## src/hdl/lintmc_pkg.sv

```systemverilog
// constants, field layout and mode type for the lin mode controller
package lintmc_pkg;
  localparam int CLK_MHZ = 125;
  localparam int DOM_TIMEOUT_US = 6000;
  localparam int DOM_CYC = DOM_TIMEOUT_US * CLK_MHZ;
  localparam int TX_REARM_US = 10;
  localparam int TX_REARM_CYC = TX_REARM_US * CLK_MHZ;
  localparam int WAKE_FILTER_US = 90;
  localparam int WAKE_CYC = WAKE_FILTER_US * CLK_MHZ;
  localparam int UV_DEBOUNCE_NS = 2000;
  localparam int UV_DEBOUNCE_CYC = (UV_DEBOUNCE_NS * CLK_MHZ + 999) / 1000;
  localparam int RESET_HOLD_US = 4000;
  localparam int RESET_HOLD_CYC = RESET_HOLD_US * CLK_MHZ;
  localparam int SLEEP_LEAD_NS = 3200;
  localparam int MODE_WIN_NS = 4000;
  localparam int MODE_WIN_CYC = (MODE_WIN_NS * CLK_MHZ + 999) / 1000;
  localparam int CNT_W = 20;
  localparam int WORD_W = 7;
  localparam int F_OPREQ = 0;
  localparam int F_TX = 1;
  localparam int F_BUS = 2;
  localparam int F_VCC_UV = 3;
  localparam int F_VCC_GOOD = 4;
  localparam int F_BAT_OFF = 5;
  localparam int F_BAT_UV = 6;
  localparam logic [WORD_W-1:0] PIN_RST = 7'h06;
  localparam int BUF_DEPTH = 2;
  typedef enum logic [2:0] {
    ST_UNPOWERED = 3'h0,
    ST_FAILSAFE = 3'h1,
    ST_NORMAL = 3'h2,
    ST_SELECT = 3'h3,
    ST_SILENT = 3'h4,
    ST_SLEEP = 3'h5
  } lintmc_state_t;
endpackage

```

## src/hdl/lintmc_stream_if.sv

```systemverilog
// valid/ready stream between the pin sampler, the buffer and the mode logic
`timescale 1ns/1ps
interface lintmc_stream_if;
  import lintmc_pkg::*;
  logic [WORD_W-1:0] in_data;
  logic in_valid;
  logic in_ready;
  logic [WORD_W-1:0] out_data;
  logic out_valid;
  logic out_ready;
  modport buffer_side (
    input in_data,
    input in_valid,
    output in_ready,
    output out_data,
    output out_valid,
    input out_ready
  );
  modport user_side (
    output in_data,
    output in_valid,
    input in_ready,
    input out_data,
    input out_valid,
    output out_ready
  );
endinterface

```

## src/hdl/lintmc_top.sv

```systemverilog
// mode control and supervisory logic of a lin transceiver with regulator
// Summary of operation
// operate request high means normal mode, transmit and receive paths active
// normal mode: low tx drives bus dominant, high tx leaves driver off
// tx low beyond dominant timeout forces driver recessive
// driver re-enabled only after tx held high over rearm time
// normal mode: rx output follows bus level
// request falling with tx high through select window gives silent mode
// request falling with tx low through select window gives sleep mode
// sleep: regulator off, reset output and rx output low
// request may fall up to lead time before tx; bus stays undisturbed
// silent or sleep: filtered dominant pulse on bus wakes to fail-safe
// after wake rx held low; wake from sleep turns regulator on
// from silent or fail-safe after wake, request high enters normal
// from sleep request high goes fail-safe, then normal after hold
// regulator undervoltage in normal or silent: reset low, fail-safe
// regulator undervoltage drives reset low after debounce delay
// reset held low for hold time after regulator reaches nominal
// fail-safe: bus off, regulator on, leave to normal on request
// battery collapse in silent or sleep restarts in fail-safe
// reset output low forces fail-safe from any mode; the code exempts sleep, where reset is held low
// battery above threshold leaves unpowered for fail-safe, requests ignored during hold
// battery undervoltage disables transmission
// fail-safe and silent: bus recessive, rx high except after wake
// debounce delay lies within its allowed range
// all intervals measured by counters on the internal clock
// wake indication stays until fail-safe is left for normal; the code also clears it in unpowered
`timescale 1ns/1ps
module lintmc_top #(
  parameter int DOM_CYCLES = lintmc_pkg::DOM_CYC,
  parameter int WAKE_CYCLES = lintmc_pkg::WAKE_CYC,
  parameter int HOLD_CYCLES = lintmc_pkg::RESET_HOLD_CYC
) (
  input wire logic mclk,
  input wire logic resetn,
  input wire logic op_req,
  input wire logic tx_bit_in,
  input wire logic bus_in,
  input wire logic vcc_uv,
  input wire logic vcc_good,
  input wire logic battery_off,
  input wire logic battery_uv,
  output logic bus_out,
  output logic bus_oe,
  output logic rx_bit_out,
  output logic reset_out_n,
  output logic regulator_en
);
  import lintmc_pkg::*;

  lintmc_stream_if s ();
  lintmc_state_t state;
  lintmc_state_t next_state;
  logic [WORD_W-1:0] sync_a;
  logic [WORD_W-1:0] sync_b;
  logic [WORD_W-1:0] src_word;
  logic src_valid;
  logic [WORD_W-1:0] cur;
  logic stall;
  logic take;
  logic opr;
  logic txl;
  logic busl;
  logic vuv;
  logic vgood;
  logic boff;
  logic buv;
  logic opr_d;
  logic op_fall;
  logic [CNT_W-1:0] dom_cnt;
  logic [CNT_W-1:0] hi_cnt;
  logic dom_lock;
  logic [CNT_W-1:0] sel_cnt;
  logic sel_done;
  logic [CNT_W-1:0] wk_cnt;
  logic wk_seen_hi;
  logic wake_pulse;
  logic wake_ind;
  logic [CNT_W-1:0] uv_cnt;
  logic uv_trip;
  logic [CNT_W-1:0] hold_cnt;
  logic hold_done;
  logic next_bus_oe;
  logic next_rx;
  logic next_reset_n;
  logic next_reg;

  // pins are asynchronous to mclk
  always_ff @(posedge mclk or negedge resetn) begin
    if (!resetn) begin
      sync_a <= PIN_RST;
      sync_b <= PIN_RST;
    end else begin
      sync_a <= {battery_uv, battery_off, vcc_good, vcc_uv, bus_in, tx_bit_in, op_req};
      sync_b <= sync_a;
    end
  end

  // sampler holds its word while the buffer is full; pin samples arriving meanwhile are dropped
  always_ff @(posedge mclk or negedge resetn) begin
    if (!resetn) begin
      src_word <= PIN_RST;
      src_valid <= 1'b0;
    end else begin
      if (!src_valid || s.in_ready) begin
        src_word <= sync_b;
      end
      src_valid <= 1'b1;
    end
  end

  assign s.in_data = src_word;
  assign s.in_valid = src_valid;
  assign s.out_ready = !stall;
  assign take = s.out_valid && s.out_ready;

  lintmc_buffer u_buffer (
    .mclk(mclk),
    .resetn(resetn),
    .s(s)
  );

  // mode logic pauses intake one cycle after each mode change
  always_ff @(posedge mclk or negedge resetn) begin
    if (!resetn) begin
      cur <= PIN_RST;
      stall <= 1'b0;
    end else begin
      if (take) begin
        cur <= s.out_data;
      end
      stall <= (next_state != state);
    end
  end

  assign opr = cur[F_OPREQ];
  assign txl = cur[F_TX];
  assign busl = cur[F_BUS];
  assign vuv = cur[F_VCC_UV];
  assign vgood = cur[F_VCC_GOOD];
  assign boff = cur[F_BAT_OFF];
  assign buv = cur[F_BAT_UV];

  always_ff @(posedge mclk or negedge resetn) begin
    if (!resetn) begin
      opr_d <= 1'b0;
    end else begin
      opr_d <= opr;
    end
  end

  assign op_fall = opr_d && !opr;

  // dominant timeout and rearm
  always_ff @(posedge mclk or negedge resetn) begin
    if (!resetn) begin
      dom_cnt <= '0;
      hi_cnt <= '0;
      dom_lock <= 1'b0;
    end else begin
      if (state == ST_NORMAL && !txl) begin
        if (dom_cnt < CNT_W'(DOM_CYCLES)) begin
          dom_cnt <= CNT_W'(dom_cnt + 1'b1);
        end else begin
          dom_lock <= 1'b1;
        end
      end else begin
        dom_cnt <= '0;
      end
      if (txl && dom_lock) begin
        if (hi_cnt < CNT_W'(TX_REARM_CYC)) begin
          hi_cnt <= CNT_W'(hi_cnt + 1'b1);
        end else begin
          dom_lock <= 1'b0;
          hi_cnt <= '0;
        end
      end else begin
        hi_cnt <= '0;
      end
    end
  end

  // select window is longer than the allowed request-to-tx lead
  always_ff @(posedge mclk or negedge resetn) begin
    if (!resetn) begin
      sel_cnt <= '0;
    end else if (state == ST_SELECT) begin
      sel_cnt <= CNT_W'(sel_cnt + 1'b1);
    end else begin
      sel_cnt <= '0;
    end
  end

  assign sel_done = (sel_cnt >= CNT_W'(MODE_WIN_CYC));

  // wake filter needs a recessive level first, so a stuck bus never wakes
  always_ff @(posedge mclk or negedge resetn) begin
    if (!resetn) begin
      wk_cnt <= '0;
      wk_seen_hi <= 1'b0;
    end else if (state == ST_SILENT || state == ST_SLEEP) begin
      if (busl) begin
        wk_seen_hi <= 1'b1;
        wk_cnt <= '0;
      end else if (wk_seen_hi && wk_cnt < CNT_W'(WAKE_CYCLES)) begin
        wk_cnt <= CNT_W'(wk_cnt + 1'b1);
      end
    end else begin
      wk_cnt <= '0;
      wk_seen_hi <= 1'b0;
    end
  end

  assign wake_pulse = (state == ST_SILENT || state == ST_SLEEP) && busl &&
                      (wk_cnt >= CNT_W'(WAKE_CYCLES));

  always_ff @(posedge mclk or negedge resetn) begin
    if (!resetn) begin
      wake_ind <= 1'b0;
    end else if (wake_pulse) begin
      wake_ind <= 1'b1;
    end else if (state == ST_FAILSAFE && next_state == ST_NORMAL) begin
      wake_ind <= 1'b0;
    end else if (state == ST_UNPOWERED) begin
      wake_ind <= 1'b0;
    end
  end

  // regulator undervoltage debounce and reset hold
  always_ff @(posedge mclk or negedge resetn) begin
    if (!resetn) begin
      uv_cnt <= '0;
    end else if (vuv && regulator_en) begin
      if (!uv_trip) begin
        uv_cnt <= CNT_W'(uv_cnt + 1'b1);
      end
    end else begin
      uv_cnt <= '0;
    end
  end

  assign uv_trip = (uv_cnt >= CNT_W'(UV_DEBOUNCE_CYC));

  always_ff @(posedge mclk or negedge resetn) begin
    if (!resetn) begin
      hold_cnt <= '0;
    end else if (!regulator_en || uv_trip || !vgood) begin
      hold_cnt <= '0;
    end else if (!hold_done) begin
      hold_cnt <= CNT_W'(hold_cnt + 1'b1);
    end
  end

  assign hold_done = (hold_cnt >= CNT_W'(HOLD_CYCLES));

  // mode state machine
  always_comb begin
    next_state = state;
    case (state)
      ST_UNPOWERED: begin
        next_state = ST_FAILSAFE;
      end
      ST_FAILSAFE: begin
        if (reset_out_n && opr) begin
          next_state = ST_NORMAL;
        end
      end
      ST_NORMAL: begin
        if (!reset_out_n) begin
          next_state = ST_FAILSAFE;
        end else if (op_fall) begin
          next_state = ST_SELECT;
        end
      end
      ST_SELECT: begin
        if (!reset_out_n) begin
          next_state = ST_FAILSAFE;
        end else if (opr) begin
          next_state = ST_NORMAL;
        end else if (sel_done) begin
          next_state = txl ? ST_SILENT : ST_SLEEP;
        end
      end
      ST_SILENT: begin
        if (!reset_out_n || wake_pulse) begin
          next_state = ST_FAILSAFE;
        end else if (opr) begin
          next_state = ST_NORMAL;
        end
      end
      ST_SLEEP: begin
        // reset output is low by design here, so it cannot force fail-safe
        if (wake_pulse || opr) begin
          next_state = ST_FAILSAFE;
        end
      end
      default: begin
        next_state = ST_FAILSAFE;
      end
    endcase
    if (boff) begin
      next_state = ST_UNPOWERED;
    end
  end

  always_ff @(posedge mclk or negedge resetn) begin
    if (!resetn) begin
      state <= ST_UNPOWERED;
    end else begin
      state <= next_state;
    end
  end

  // output decode
  always_comb begin
    next_bus_oe = (state == ST_NORMAL) && !txl && !dom_lock && !buv;
    next_reg = (state != ST_SLEEP) && (state != ST_UNPOWERED);
    next_reset_n = hold_done && !uv_trip && next_reg;
    case (state)
      ST_NORMAL: next_rx = busl;
      ST_SELECT: next_rx = busl;
      ST_SLEEP: next_rx = 1'b0;
      ST_FAILSAFE: next_rx = !wake_ind;
      default: next_rx = 1'b1;
    endcase
  end

  always_ff @(posedge mclk or negedge resetn) begin
    if (!resetn) begin
      bus_out <= 1'b0;
      bus_oe <= 1'b0;
      rx_bit_out <= 1'b1;
      reset_out_n <= 1'b0;
      regulator_en <= 1'b0;
    end else begin
      bus_out <= 1'b0;
      bus_oe <= next_bus_oe;
      rx_bit_out <= next_rx;
      reset_out_n <= next_reset_n;
      regulator_en <= next_reg;
    end
  end

  tx_high_a: assert property (@(posedge mclk) disable iff (!resetn)
    txl |=> !bus_oe) else $error("bus driven while tx high");
  not_normal_a: assert property (@(posedge mclk) disable iff (!resetn)
    (state != ST_NORMAL) |=> !bus_oe) else $error("bus driven outside normal mode");
  dom_lock_a: assert property (@(posedge mclk) disable iff (!resetn)
    (dom_lock && !$past(dom_lock)) |-> !$past(txl) && $past(state) == ST_NORMAL) else $error("lock without dominant");
  rx_follow_a: assert property (@(posedge mclk) disable iff (!resetn)
    (state == ST_NORMAL) |=> rx_bit_out == $past(busl)) else $error("rx not following bus");
  sleep_out_a: assert property (@(posedge mclk) disable iff (!resetn)
    (state == ST_SLEEP) |=> !rx_bit_out && !reset_out_n && !regulator_en) else $error("sleep outputs wrong");
  wake_enter_a: assert property (@(posedge mclk) disable iff (!resetn)
    (wake_pulse && !boff) |=> state == ST_FAILSAFE && wake_ind) else $error("wake not taken");
  wake_rx_a: assert property (@(posedge mclk) disable iff (!resetn)
    (state == ST_FAILSAFE && wake_ind) |=> !rx_bit_out) else $error("wake not shown on rx");
  reset_force_a: assert property (@(posedge mclk) disable iff (!resetn)
    (!reset_out_n && !boff && (state == ST_NORMAL || state == ST_SILENT)) |=> state == ST_FAILSAFE)
    else $error("reset low did not force fail-safe");
  bat_uv_a: assert property (@(posedge mclk) disable iff (!resetn)
    buv |=> !bus_oe) else $error("bus driven under battery undervoltage");
  uv_reset_a: assert property (@(posedge mclk) disable iff (!resetn)
    $rose(uv_trip) |=> !reset_out_n) else $error("reset not asserted after debounce");
endmodule

```

## src/hdl/lintmc_buffer.sv

```systemverilog
// two-entry buffer for sampled pin words
`timescale 1ns/1ps
module lintmc_buffer (
  input wire logic mclk,
  input wire logic resetn,
  lintmc_stream_if.buffer_side s
);
  import lintmc_pkg::*;
  logic [WORD_W-1:0] mem [BUF_DEPTH];
  logic wr_ptr;
  logic rd_ptr;
  logic [1:0] count;
  logic push;
  logic pop;

  assign s.in_ready = (count != 2'(BUF_DEPTH));
  assign s.out_valid = (count != 2'h0);
  assign s.out_data = mem[rd_ptr];
  assign push = s.in_valid && s.in_ready;
  assign pop = s.out_valid && s.out_ready;

  genvar i;
  generate
    for (i = 0; i < BUF_DEPTH; i++) begin : g_entry
      always_ff @(posedge mclk or negedge resetn) begin
        if (!resetn) begin
          mem[i] <= PIN_RST;
        end else if (push && (wr_ptr == 1'(i))) begin
          mem[i] <= s.in_data;
        end
      end
    end
  endgenerate

  always_ff @(posedge mclk or negedge resetn) begin
    if (!resetn) begin
      wr_ptr <= 1'b0;
      rd_ptr <= 1'b0;
      count <= 2'h0;
    end else begin
      if (push) begin
        wr_ptr <= ~wr_ptr;
      end
      if (pop) begin
        rd_ptr <= ~rd_ptr;
      end
      count <= 2'(count + 2'(push) - 2'(pop));
    end
  end
endmodule

```

## config.mk

```make
export PLATFORM = sky130hd
export DESIGN_NAME = lintmc_top
export DESIGN_NICKNAME = d
export VERILOG_FILES = /design/src/hdl/lintmc_pkg.sv /design/src/hdl/lintmc_stream_if.sv /design/src/hdl/lintmc_top.sv /design/src/hdl/lintmc_buffer.sv
export SDC_FILE = /design/constraint.sdc
export NUM_CORES = 1
export LEC_CHECK = 0
export CAP_MARGIN = 20
export CORE_UTILIZATION = 44
export DETAILED_ROUTE_END_ITERATION = 16
export DONT_BUFFER_PORTS = 1
export SLEW_MARGIN = 20
export SYNTH_ARGS = -nofsm -noshare
export SYNTH_HDL_FRONTEND = slang
export SYNTH_SLANG_ARGS = --single-unit
```

## constraint.sdc

```tcl
create_clock -name mclk -period 2.3 [get_ports mclk]
set_clock_uncertainty 0.15 [all_clocks]
set_input_delay 0.115 -clock mclk [delete_from_list [all_inputs] [get_ports mclk]]
set_output_delay 0.115 -clock mclk [all_outputs]
set_load 0.03 [all_outputs]
```

# After elaboration in Yosys (flattened, before gate mapping)
# Index checks and enable logic that the tools add are counted.
# classes
addsub	8
muxes	37
order_cmp	8
bitwise	3
eq_ne	14
reduce_logical	40
# ops
op	count
2-to-1 mux 20 bit	12
adder 20 x 1 -> 20 bit, second input constant	6
2-to-1 mux 3 bit	10
2-to-1 mux 7 bit	3
greater-or-equal comparator 20 x 14 -> 1 bit, second input constant	1
greater-or-equal comparator 20 x 19 -> 1 bit, second input constant	1
greater-or-equal comparator 20 x 8 -> 1 bit, second input constant	1
greater-or-equal comparator 20 x 9 -> 1 bit, second input constant	1
less-than comparator 20 x 11 -> 1 bit, second input constant	1
less-than comparator 20 x 14 -> 1 bit, second input constant	1
less-than comparator 20 bit, second input constant	1
logical AND 1 bit	18
case mux 3 bit (5 select lines)	1
zero test 1 bit	11
2-to-1 mux 1 bit	10
equality test 3 x 2 -> 1 bit, second input constant	3
!= test 2 bit, second input constant	4
equality test 3 bit, second input constant	2
logical OR 1 bit	6
nonzero test 3 bit	2
equality test 3 x 1 -> 1 bit, second input constant	1
zero test 3 bit	1
!= test 3 x 2 -> 1 bit, second input constant	1
!= test 3 bit	1
10 further kinds	11
# word_totals
register_bits	179
in_bits	9
output_inout_bits	5

# Longest topological paths before layout
# depth
word_depth	12
mapped_depth	8

# By module
# Synthesis repeated with hierarchy kept, for this count alone.
# hier_totals
hier_cells	779
area_unflattened_um2	8340.5
# by_module_without_submodules
module	area_each_um2	n_inst	cells_per_inst
lintmc_top	7454.6	1	724
lintmc_buffer	885.8	1	55

# Worst setup path before layout
# OpenSTA, ideal clock, no wires.
# synth_path
kind	flip-flop to flip-flop
start	register hold_cnt[12]
end	register hold_cnt[15]
path_stages_with_launch	7
arrival_time_ps	2008
slack_ps	64
path_buffers	1
required_ps	2072
setup_ps	78
cell_sequence	dfrtp_1 or4_4 o2111ai_4 nand4_2 buf_6 or3_1 a21oi_1
# synth_via
elab_chain_cells	3
elab_cells_between_ends	5
classes_between	add/sub (1); order compare (1); eq/ne (1); mux (2)
# synth_lines
element	line	source
from (decl)	lintmc_top.sv:81	logic [CNT_W-1:0] hold_cnt;
from (signal assigned)	lintmc_top.sv:250	hold_cnt <= CNT_W'(hold_cnt + 1'b1);
adder 20 x 1 -> 20 bit	lintmc_top.sv:250	
2-to-1 mux 20 bit	lintmc_top.sv:249	end else if (!hold_done) begin
2-to-1 mux 20 bit	lintmc_top.sv:247	end else if (!regulator_en || uv_trip || !vgood) begin
# Parallel ways exist; a longest one is shown, timed or not. The select of a mux whose other input is x is not followed.
# A chain may end at the register's enable or synchronous reset.

# Final worst setup path
# layout_path
start	register hold_cnt[12]
end	register hold_cnt[16]
# The elaborated chain is that of the path after synthesis.

==> metrics.md <==
| Metric | Value |
|---|---|
| Fin crit share | 96.9% |
| Nets | 833 |
| Worst slew margin | 63.1% |
| #FFs+latches synth | 179 |
| Vert. Die Dim | 138 um |
| Share of the synthesized area in the top cell type | 51.1% |
| Final core utilization | 51.8% |
| Setup TNS | 0 ps |
| Cells after Synth | 765 |
| Overall power | 0.00777 W |
| Seq/Total Area, Yosys | 55.3% |
| GPL Wtd Cong | 0.842 |
| First drt pass iteration count | 4 |
| Slowest stage delay, CP | 550 ps |
| Synth Cell Area | 0.00813 mm^2 |
| Vias/cell | 5.39 |
| Tightest Pin Transition | 551 ps |
| Finished Layout Cells | 1054 |
| Leakage power | 3.90 nW |
| Bufs on Longest Clock Path | 2 |
| Clk_lat worst skew | 430 ps |
| Post-Synth XOR/XNOR Area | 6.14% |
| Area growth syn-to-layout | 14.9% |
| Placed Instances | 1010 |
| Overflow left after global routing | 0 |
| Compound-gate portion of the synthesized area | 9.56% |
| CTS Buf Count | 17 |
| Hold WS | -771 ps |
| RSZ-0062 raised after global routing | false |
| CTS Root Buffer Type | clkbuf_16 |
| Die area | 0.0190 mm^2 |
| Met3 usage | 2.49% |
| Hold crit path type | input port to async pin |
| Pre-CTS WS | 1.37 ps |
| CTS sink cnt | 179 |
| F_max | 0.449 GHz |
| H-tree levels | 4 |
| Worst path cell trace | or4_4, o2111ai_4, nand4_4, or4_1, a21oi_1 |
| Post-synth EDFFs | 0 |
| Worst EP required | 2510 ps |
| Synth area leaders | dfrtp_1 (51%), dfstp_2 (4.2%), nor2_1 (4.2%) |
| GR Util met2 | 28.0% |
| WL final | 15400 um |
| Cell Pwr Density | 832 mW/mm^2 |
| Pin count of the biggest net entering global routing | 180 |
| Core area | 0.0180 mm^2 |
| Vias | 5685 |
| Syn avg cell area | 10.6 um^2 |
| Drt initial violations | 289 |
| Rows | 49 |
| Final setup fails | 0 |
| MaxCap Viol Count | 0 |
| First-pass GRT wire length | 25800 um |
| Antenna viol nets, final | 0 |
| Critical path arrival | 2440 ps |
| I/O Pins | 14 |
| Hold_buf cts | 7 |
| Number of diodes | 0 |
| CTS tree | done |
| Crit-path slowest cell | or4_4 |
| PortBufs | 0 |
| Status | finished with violations |
| Initial antenna violation count | 0 |
| Ys Warns | 0 |
| Post-synthesis mux area share | 4.14% |
| Initial Util | 45.1% |
| Critical Path Source Type | flip-flop |
| Vias in the first global route | 5483 |
| Unique masters post-synth | 62 |
| Adder-Cell Fraction of Synth Area | 1.85% |
| WL per Instance | 14.6 um |
| Die width | 138 um |
| Crit path max fanout | 6 |
| Final Max Slew Viols | 0 |
| Final worst slack | 71.5 ps |
| Final hold violation count | 179 |
| Main combinational cell family by area after synthesis | simple AND/OR/NAND/NOR gates |
| Synth area leader | dfrtp_1 |
| Critical Path End Type | flip-flop |
| Detail Placement HPWL | 10200 um |
| Crit path kind | flip-flop to flip-flop |
| Post-layout min period | 2230 ps |
| Met1 usage | 22.8% |
| Post-synth ARST share | 100% |
| Remaining DRCs | 0 |
| GRT Overall Usage | 17.3% |
| Failing checks | hold timing |
| Most Crowded Layer GR | met2 |
| Top FF cell, synth | dfrtp_1 |
| VDD IR-drop max | 0.000604 V |
| Ratio of cells with drive above 1 in the final layout | 14.9% |
| Clock Pin Slew Worst Setup and Hold Paths | 70 ps |
| Synth Area in Simple Gates | 20.6% |
==> Yosys cell counts, drive strengths merged, types with 5 or more instances <==
master  count
a211oi      9
a21oi      34
and2       10
and3       27
and4        5
clkbuf     19
dfrtp     166
dfstp      13
ha         12
inv        23
mux2       21
mux2i      10
nand2      57
nand2b      5
nand3      31
nand4      21
nor2       90
nor2b       5
nor3       17
nor4       13
o21ai      34
o31ai       6
or3        19
or4         8
xnor2      36
xor2       21
==> worst max-delay path, delay by kind of cell (launching register included) <==
kind,cells,cell delay (ps)
and+or+nand+nor,3,1150
AOI/OAI and AO/OA,2,460
DFF,1,390
==> power breakdown <==
group	internal, W	leakage (nW)	switching, W
sequential	0.00354	2.35	0.000278
clock	0.00155	0.290	0.00134
combinational	0.000523	1.26	0.000546
==> kinds of logic after synthesis <==
logic type      Yosys count
compound gates          118
xor+xnor                 57
fa+ha+maj                12
buf+inv                  46
flops                   179
mux                      31
other cells               2
simple gates            320
==> area by class of cell <==
class / count / area [um^2]
inverters: 23 / 86.3
multi-input cells: 550 / 3560
flip-flops and latches: 179 / 4500
well taps: 229 / 287
fillers: 1614 / 8680
clock inverters: 14 / 155
repair buffers: 41 / 327
clock buffers: 18 / 429
==> flip-flops by register name, indices dropped and copies added (netlist names), 2 cells and up <==
signal	count
cur	7
dom_cnt	20
hi_cnt	20
hold_cnt	20
s.in_data	7
sel_cnt	20
state	3
sync_a	7
sync_b	7
u_buffer.count	2
u_buffer.mem	14
uv_cnt	20
wk_cnt	20
==> placed cells by master (no fill, tap or decap), drive strengths merged, types with 10 or more instances in the layout <==
| cell | count |
|---|---|
| nor3 | 17 |
| mux2i | 10 |
| o21ai | 34 |
| mux2 | 21 |
| nor4 | 13 |
| xnor2 | 36 |
| xor2 | 21 |
| nor2 | 90 |
| a21oi | 34 |
| buf | 33 |
| nand2 | 57 |
| nand4 | 22 |
| conb | 11 |
| ha | 12 |
| and3 | 27 |
| dfstp | 13 |
| or3 | 19 |
| inv | 33 |
| and2 | 10 |
| nand3 | 31 |
| clkbuf | 19 |
| dfrtp | 166 |
==> metal layers <==
| layer | share of wire, % | wire [um] |
|---|---|---|
| met2 | 49 | 7490 |
| met4 | 1.3 | 208 |
| met5 | 0 | 0 |
| met1 | 48 | 7350 |
| met3 | 2.5 | 383 |
==> per-stage QoR <==
stage          hold WS (ps)  cell area [um^2]
2_1_floorplan          -331              8170
3_3_place_gp           -322              8580
3_5_place_dp           -322              8580
4_1_cts                -787              9240
5_1_grt                -790              9340
6_report               -771              9340
==> path summary, 6_finish.rpt <==
path                              start              end  slack, ps  cells after the start
min in group mclk             tx_bit_in        sync_a[1]         70                      1
min reg2reg                   sync_a[6]        sync_b[6]        200                      0
max reg2reg                hold_cnt[12]     hold_cnt[16]         70                      5
max                        hold_cnt[12]     hold_cnt[16]         70                      5
min                              resetn        wk_cnt[6]       -770                      0
max in group asynchronous        resetn  u_buffer.mem[2]       2480                      0
==> repair_timing <==
action,in CTS,in global routing
hold endpoints to repair,186,179
endpoints found under the setup margin,0,20
resized for setup,0,8
buffers inserted,0,4
Power figures use the tool's default switching activity.
